===== config.mk =====
export PLATFORM = sky130hd
export DESIGN_NAME = rcf_flags
export DESIGN_NICKNAME = d
export VERILOG_FILES = /design/src/common/rcf_pkg.sv /design/src/verilog/rcf_avmm_slave.sv /design/src/verilog/rcf_flags.sv
export VERILOG_INCLUDE_DIRS = /design/src /design/src/common
export SDC_FILE = /design/constraint.sdc
export NUM_CORES = 1
export LEC_CHECK = 0
export BUFFER_PORTS_ARGS = -buffer_cell sky130_fd_sc_hd__buf_2
export CORE_MARGIN = 3
export CORE_UTILIZATION = 25
export CTS_CLUSTER_DIAMETER = 100
export DETAILED_ROUTE_END_ITERATION = 8
export SLEW_MARGIN = 0
export SYNTH_ARGS = -nofsm -noshare
export SYNTH_HDL_FRONTEND = slang
export SYNTH_SLANG_ARGS = --single-unit

===== constraint.sdc =====
create_clock -name mclk -period 2 [get_ports mclk]
set_clock_uncertainty 0.05 [all_clocks]
set_input_delay 0.2 -clock mclk [delete_from_list [all_inputs] [get_ports mclk]]
set_output_delay 0.2 -clock mclk [all_outputs]
set_load 0.1 [all_outputs]

===== src/common/rcf_regs.svh =====
// register offsets, field positions and reset values of the reset cause flag block
`ifndef RCF_REGS_SVH
`define RCF_REGS_SVH

// byte offsets on the register bus
`define RCF_OFF_FLAGS  4'h0
`define RCF_OFF_STATUS 4'h4
`define RCF_OFF_MASK   4'h8

// field positions, shared by flags, status and mask
`define RCF_BIT_OVF 7
`define RCF_BIT_UNF 6
`define RCF_BIT_RSV 5
`define RCF_BIT_WDT 4
`define RCF_BIT_PIN 3
`define RCF_BIT_RI  2
`define RCF_BIT_POR 1
`define RCF_BIT_BOR 0

// power-on value of the flags and writable bits
`define RCF_FLAGS_POR   8'h1c
`define RCF_FLAGS_WMASK 8'hdf
`define RCF_STAT_WMASK  8'hdd

// idle level of the active-low reset pin
`define RCF_PIN_IDLE 1'b1

`endif


===== src/common/rcf_pkg.sv =====
// types shared by the reset cause flag block
package rcf_pkg;

	typedef logic [7:0]  rcf_byte_t;
	typedef logic [31:0] rcf_word_t;

	// bus slave handshake states, one-hot
	typedef enum logic [1:0] {
		RCF_IDLE = 2'b01,
		RCF_ACK  = 2'b10
	} rcf_state_t;

endpackage


===== src/verilog/rcf_avmm_slave.sv =====
// avalon-mm slave handshake with one wait cycle and registered read data
`timescale 1ns/1ps
`default_nettype none

module rcf_avmm_slave
	import rcf_pkg::*;
(
	input  wire logic      mclk,
	input  wire logic      nrst,
	input  wire logic      avs_read,
	input  wire logic      avs_write,
	input  wire rcf_word_t rd_word,
	output rcf_word_t      avs_readdata,
	output logic           avs_waitrequest,
	output logic           acc_rd,
	output logic           acc_wr
);

	rcf_state_t state_q;
	rcf_word_t  readdata_q;
	logic       req;

	assign req = avs_read | avs_write;

	// every request waits exactly one cycle, so read data can come from a flop
	always_ff @(posedge mclk or negedge nrst) begin
		if (!nrst) begin
			state_q <= RCF_IDLE;
		end else begin
			case (state_q)
				RCF_IDLE: begin
					if (req) begin
						state_q <= RCF_ACK;
					end
				end
				RCF_ACK: begin
					state_q <= RCF_IDLE;
				end
				default: begin
					state_q <= RCF_IDLE;
				end
			endcase
		end
	end

	// snapshot taken in the wait cycle; on a status read the same bits are cleared on accept
	always_ff @(posedge mclk or negedge nrst) begin
		if (!nrst) begin
			readdata_q <= 32'h0000_0000;
		end else if (avs_read && state_q == RCF_IDLE) begin
			readdata_q <= rd_word;
		end
	end

	// handshake outputs are combinational
	assign avs_waitrequest = req && (state_q != RCF_ACK);
	assign acc_rd          = avs_read && (state_q == RCF_ACK);
	assign acc_wr          = avs_write && (state_q == RCF_ACK);
	assign avs_readdata    = readdata_q;

endmodule
`default_nettype wire


===== src/verilog/rcf_flags.sv =====
// reset cause flag register with event status, mask and interrupt
`timescale 1ns/1ps
`default_nettype none
`include "rcf_regs.svh"

// Operation
// - A readable register holds one flag each for power-on, brown-out, reset instruction, pin, watchdog, underflow and overflow.
// - Bit 7 is set by a stack overflow reset, is zero after power-on and stays set until firmware or a brown-out clears it.
// - Bit 6 is set by a stack underflow reset and reads zero until then or after firmware clears it.
// - Bit 4 is one after power-on, is cleared by a watchdog reset and may be written back to one.
// - Bits 3 and 2 are one after power-on, cleared by a pin reset and a reset instruction, and may be set again.
// - Bit 1 is cleared by every power-on reset and firmware sets it afterwards to spot the next one.
// - Bit 0 is cleared by a brown-out reset and firmware sets it after each power-on or brown-out.
module rcf_flags
	import rcf_pkg::*;
(
	input  wire logic       mclk,
	input  wire logic       nrst,
	input  wire logic [3:0] avs_address,
	input  wire logic       avs_read,
	input  wire logic       avs_write,
	input  wire rcf_word_t  avs_writedata,
	input  wire logic [3:0] avs_byteenable,
	output rcf_word_t       avs_readdata,
	output logic            avs_waitrequest,
	input  wire logic       external_reset_pin_n,
	input  wire logic       bor_event,
	input  wire logic       ri_event,
	input  wire logic       wdt_event,
	input  wire logic       stack_underflow_flag_event,
	input  wire logic       stack_overflow_flag_event,
	output rcf_byte_t       reset_cause_flags,
	output logic            irq
);

	// address compare, used by read mux and all write strobes
	function automatic logic rcf_hit(
		input logic [3:0] addr,
		input logic [3:0] off
	);
		rcf_hit = (addr == off);
	endfunction

	rcf_byte_t  flags_q;
	rcf_byte_t  flags_d;
	rcf_byte_t  status_q;
	rcf_byte_t  status_d;
	rcf_byte_t  mask_q;
	rcf_byte_t  mask_d;
	rcf_byte_t  ev_vec;
	rcf_byte_t  rd_clr;
	rcf_word_t  rd_word;
	logic       irq_q;
	logic       acc_rd;
	logic       acc_wr;
	logic       lane0_wr;
	logic       fw_flags_wr;
	logic       fw_mask_wr;
	logic       stat_rd;
	logic       pin_meta_q;
	logic       pin_sync_q;
	logic       pin_last_q;
	logic       pin_fall;

	// bus handshake and read data staging
	rcf_avmm_slave u_slave (
		.mclk            (mclk),
		.nrst            (nrst),
		.avs_read        (avs_read),
		.avs_write       (avs_write),
		.rd_word         (rd_word),
		.avs_readdata    (avs_readdata),
		.avs_waitrequest (avs_waitrequest),
		.acc_rd          (acc_rd),
		.acc_wr          (acc_wr)
	);

	// the reset pin is asynchronous: two flops before anyone looks
	always_ff @(posedge mclk or negedge nrst) begin
		if (!nrst) begin
			pin_meta_q <= `RCF_PIN_IDLE;
			pin_sync_q <= `RCF_PIN_IDLE;
			pin_last_q <= `RCF_PIN_IDLE;
		end else begin
			pin_meta_q <= external_reset_pin_n;
			pin_sync_q <= pin_meta_q;
			pin_last_q <= pin_sync_q;
		end
	end

	// a falling edge of the synchronised pin is one pin reset event
	assign pin_fall = pin_last_q & ~pin_sync_q;

	// write strobes; only byte lane 0 carries flag bits
	assign lane0_wr    = acc_wr && avs_byteenable[0];
	assign fw_flags_wr = lane0_wr && rcf_hit(avs_address, `RCF_OFF_FLAGS);
	assign fw_mask_wr  = lane0_wr && rcf_hit(avs_address, `RCF_OFF_MASK);
	assign stat_rd     = acc_rd && rcf_hit(avs_address, `RCF_OFF_STATUS);

	// read mux; unmapped offsets read as zero and ignore writes
	always_comb begin
		rd_word = 32'h0000_0000;
		if (rcf_hit(avs_address, `RCF_OFF_FLAGS)) begin
			rd_word[7:0] = flags_q;
		end else if (rcf_hit(avs_address, `RCF_OFF_STATUS)) begin
			rd_word[7:0] = status_q;
		end else if (rcf_hit(avs_address, `RCF_OFF_MASK)) begin
			rd_word[7:0] = mask_q;
		end
	end

	// flag next state: firmware first, hardware events after so they win
	always_comb begin
		flags_d = flags_q;
		if (fw_flags_wr) begin
			flags_d = avs_writedata[7:0] & `RCF_FLAGS_WMASK;
		end
		if (stack_overflow_flag_event) begin
			flags_d[`RCF_BIT_OVF] = 1'b1;
		end
		if (stack_underflow_flag_event) begin
			flags_d[`RCF_BIT_UNF] = 1'b1;
		end
		if (wdt_event) begin
			flags_d[`RCF_BIT_WDT] = 1'b0;
		end
		if (pin_fall) begin
			flags_d[`RCF_BIT_PIN] = 1'b0;
		end
		if (ri_event) begin
			flags_d[`RCF_BIT_RI] = 1'b0;
		end
		// brown-out reinitialises the register; power-on flag untouched
		if (bor_event) begin
			flags_d[`RCF_BIT_OVF] = 1'b0;
			flags_d[`RCF_BIT_UNF] = 1'b0;
			flags_d[`RCF_BIT_WDT] = 1'b1;
			flags_d[`RCF_BIT_PIN] = 1'b1;
			flags_d[`RCF_BIT_RI]  = 1'b1;
			flags_d[`RCF_BIT_BOR] = 1'b0;
		end
		flags_d[`RCF_BIT_RSV] = 1'b0;
	end

	// nrst is the power-on reset: power-on and brown-out flags both read zero
	always_ff @(posedge mclk or negedge nrst) begin
		if (!nrst) begin
			flags_q <= `RCF_FLAGS_POR;
		end else begin
			flags_q <= flags_d;
		end
	end

	assign reset_cause_flags = flags_q;

	// one sticky status bit per event, same layout as the flags
	always_comb begin
		ev_vec                = 8'h00;
		ev_vec[`RCF_BIT_OVF]  = stack_overflow_flag_event;
		ev_vec[`RCF_BIT_UNF]  = stack_underflow_flag_event;
		ev_vec[`RCF_BIT_WDT]  = wdt_event;
		ev_vec[`RCF_BIT_PIN]  = pin_fall;
		ev_vec[`RCF_BIT_RI]   = ri_event;
		ev_vec[`RCF_BIT_BOR]  = bor_event;
	end

	// clear only what the reader saw, so a late event is not lost
	assign rd_clr   = stat_rd ? avs_readdata[7:0] : 8'h00;
	assign status_d = ((status_q & ~rd_clr) | ev_vec) & `RCF_STAT_WMASK;

	always_ff @(posedge mclk or negedge nrst) begin
		if (!nrst) begin
			status_q <= 8'h00;
		end else begin
			status_q <= status_d;
		end
	end

	// mask register, reset to all masked
	assign mask_d = fw_mask_wr ? (avs_writedata[7:0] & `RCF_STAT_WMASK) : mask_q;

	always_ff @(posedge mclk or negedge nrst) begin
		if (!nrst) begin
			mask_q <= 8'h00;
		end else begin
			mask_q <= mask_d;
		end
	end

	// interrupt level from a flop, tracking status and mask with no lag
	always_ff @(posedge mclk or negedge nrst) begin
		if (!nrst) begin
			irq_q <= 1'b0;
		end else begin
			irq_q <= |(status_d & mask_d);
		end
	end

	assign irq = irq_q;
endmodule
`default_nettype wire


==> run_results.csv <==
group,metric,value,unit
critical_path,criticalPathCategory,"reg2reg",
power_and_ir_drop,ir_drop,0.750,mV
global_route,grt_usage,0.101,
yosys,yosys_warnings,0,
clock_network,clkLatencyLatePin,0.29,ns
timing,slew_viol_final,0,
yosys,async_flop_share,1.00,
global_route,grt_pass1_vias,1154,
finish,n_antenna_cell,0,
global_route,antenna_found_initial,0,
yosys,synth_compound_area_frac,0.134,
floorplanning,num_io_pins,92,
timing,final_hold_viol_count,0,
yosys,yosys.area_share.simple,0.159,
yosys,synth.avg_cell_area,10.7,sq um
floorplanning,fp.dieH,87.4,microns
timing,max_freq,555,MHz
timing,timing.slew.headroom,0.521,
critical_path,cp_num_buf_inv,1,
critical_path,critPathSlowestCell,"dfrtp_1",
yosys,synthCells,155,
clock_network,cts_setup_buffers,0,
yosys,seq_area_frac_synth,0.489,
global_route,gr-total-overflow,0,
clock_network,cts_tree,"yes",
critical_path,startpoint_type,"flop",
power_and_ir_drop,leakage,0.957,nW
status,status,"finished, final reports clean",
critical_path,worst_ep_required_time,2.09,ns
drt,ant_nets,0,
clock_network,cts_root_buf,"clkbuf_8",
critical_path,cp_max_fo,4,
global_route,grt_pass1_wl,5720,microns
critical_path,critPathMaxStageDelay,0.34,ns
yosys,synth_xor_area_frac,0,
timing,setup_tns,0,ns
drt,wl_per_cell,12.9,microns
clock_network,cts_made_buffers,5,
placement,dp_hpwl,2770,microns
finish,area_growth,20.5,%
floorplanning,initial_utilization,0.259,
clock_network,path_clk_slew,0.07,ns
job,drv_cap,0,
finish,nets,256,
critical_path,worst_setup_path_end_kind,"flop",
yosys,synthFlopType,"dfrtp_1",
drt,dr_total_vias,1196,
drt,dr.pass1.iters,4,
yosys,muxShareOfSynthArea,0.0755,
finish,final_common_cell,"buf_2",
clock_network,cts.sinks,32,
finish,finalNonFillerCells,284,
yosys,synth.distinct_cells,35,
floorplanning,dieArea,7640,sq um
yosys,synth-seq-cells,32,
drt,drt_iter0_markers,68,
yosys,synthDominantCellAreaShare,0.378,
yosys,synth_area_leaders,"dfrtp_1 38%, buf_4 12%, dfstp_2 11%",
clock_network,htreeDepth,2,
power_and_ir_drop,p_per_area,1190,nW/um^2
floorplanning,die_x,87.4,microns
floorplanning,coreArea,6390,sq um
drt,drt_wl_total,3680,microns
yosys,synth-adder-area-share,0,
critical_path,critPathArrivalTime,1.90,ns
power_and_ir_drop,power.total,2.38,mW
yosys,synth_top_family_by_area,"simple AND/OR/NAND/NOR gates",
hold_path,hp-class,"in2reg",
finish,final_cell_mix,"37 x buf_2, 26 x conb_1, 25 x dfrtp_1",
timing,tightest_slew,0.719,ns
drt,drc,0,
floorplanning,rows,29,
critical_path,path_cells,"nor2b_2 -> buf_4 -> and3_1 -> nand3b_1 -> a32o_1 -> nand4b_1",
timing,period_minus_slack,1.80,ns
placement,gp_congestion,0.754,
yosys,synth-edff-count,0,
finish,final_area,2000,sq um
timing,post-route-period-util,0.901,
finish,drive_above_1_share,0.343,
timing,rsz0062_at_grt,"no",
clock_network,clockBufferDepth,2,
critical_path,crit_family,"simple AND/OR/NAND/NOR gates",
yosys,synth_area,1660,sq um
timing,final-setup-viol-count,0,
placement,placed_cell_area,1890,sq um
placement,io_buffers,37,
drt,viasPerCell,4.21,
global_route,grt_max_degree,33,
yosys,yosysTopAreaCell,"dfrtp_1",
placement,dp.cells,274,
[stage by stage]
stage	util	hold WS (ns)	worst slack [ns]
floorplan	-	-0.146	0.182
global route	0.313	0.0398	0.121
detailed placement	0.296	0.250	0.122
finish	0.313	0.0342	0.197
CTS	0.312	0.0289	0.0609
global placement	0.296	0.242	0.0986
[synthesized netlist by cell type (2+ instances only)]
master	number
mux2_4	2
inv_1	8
a41oi_1	2
mux2_2	4
nor2_1	5
o21bai_1	3
a22o_1	6
o21ai_1	8
nor2b_1	4
nand2_1	13
buf_4	26
and2_1	2
dfstp_2	7
o21ai_0	6
a21oi_1	3
nand2b_1	6
or2_1	2
mux2i_1	5
a31oi_1	3
dfrtp_1	25
[cell families after synthesis]
group,count (synthesis)
AO/OA/AOI/OAI,34
buffers and inverters,36
flip-flops,32
multiplexers,11
other,1
AND/OR/NAND/NOR,41
[sequential cells by signal, indices dropped and copies added (netlist names)]
register,count
mask_q,6
status_q,6
reset_cause_flags,7
u_slave.avs_readdata,7
pin_last_q,1
pin_meta_q,1
irq,1
pin_sync_q,1
u_slave.state_q,2
[cell type report]
class / instances / area, sq um
Fill cell: 682 / 4390
Clock inverter: 1 / 5.00
Inverter: 8 / 30.0
Timing Repair Buffer: 47 / 265
Sequential cell: 32 / 810
Multi-Input combinational cell: 112 / 713
Clock buffer: 7 / 76.3
Tap cell: 77 / 96.3
[power by group]
group | leakage (nW) | switching, mW | total, mW | internal (mW)
logic | 0.538 | 0.913 | 1.10 | 0.182
registers | 0.377 | 0.0592 | 0.818 | 0.759
clock network | 0.0422 | 0.228 | 0.471 | 0.244
[layer usage]
metal,vias up,GRT usage,wire length (microns)
met5,-,0,0
met4,0,0.0377,54
met3,7,0.0350,249
met2,47,0.156,1760
met1,561,0.129,1610
li1,581,-,-
[timing repair]
item,4_1_cts,5_1_grt
endpoints found under the setup margin,0,1
resized for setup,0,1
hold buffers,2,0
hold endpoints to repair,26,0
[worst paths after layout]
| check | start | end | slack, ns | cells past startpoint |
|---|---|---|---|---|
| min in group asynchronous | nrst | u_slave.avs_readdata[4] | 0.45 | 2 |
| min | ri_event | reset_cause_flags[2] | 0.03 | 2 |
| max in group asynchronous | nrst | u_slave.avs_readdata[7] | 0.98 | 2 |
| max reg2reg | u_slave.state_q[1] | irq | 0.20 | 6 |
| max | u_slave.state_q[1] | irq | 0.20 | 6 |
| min reg2reg | pin_meta_q | pin_sync_q | 0.31 | 0 |
Power figures use the tool's default switching activity.
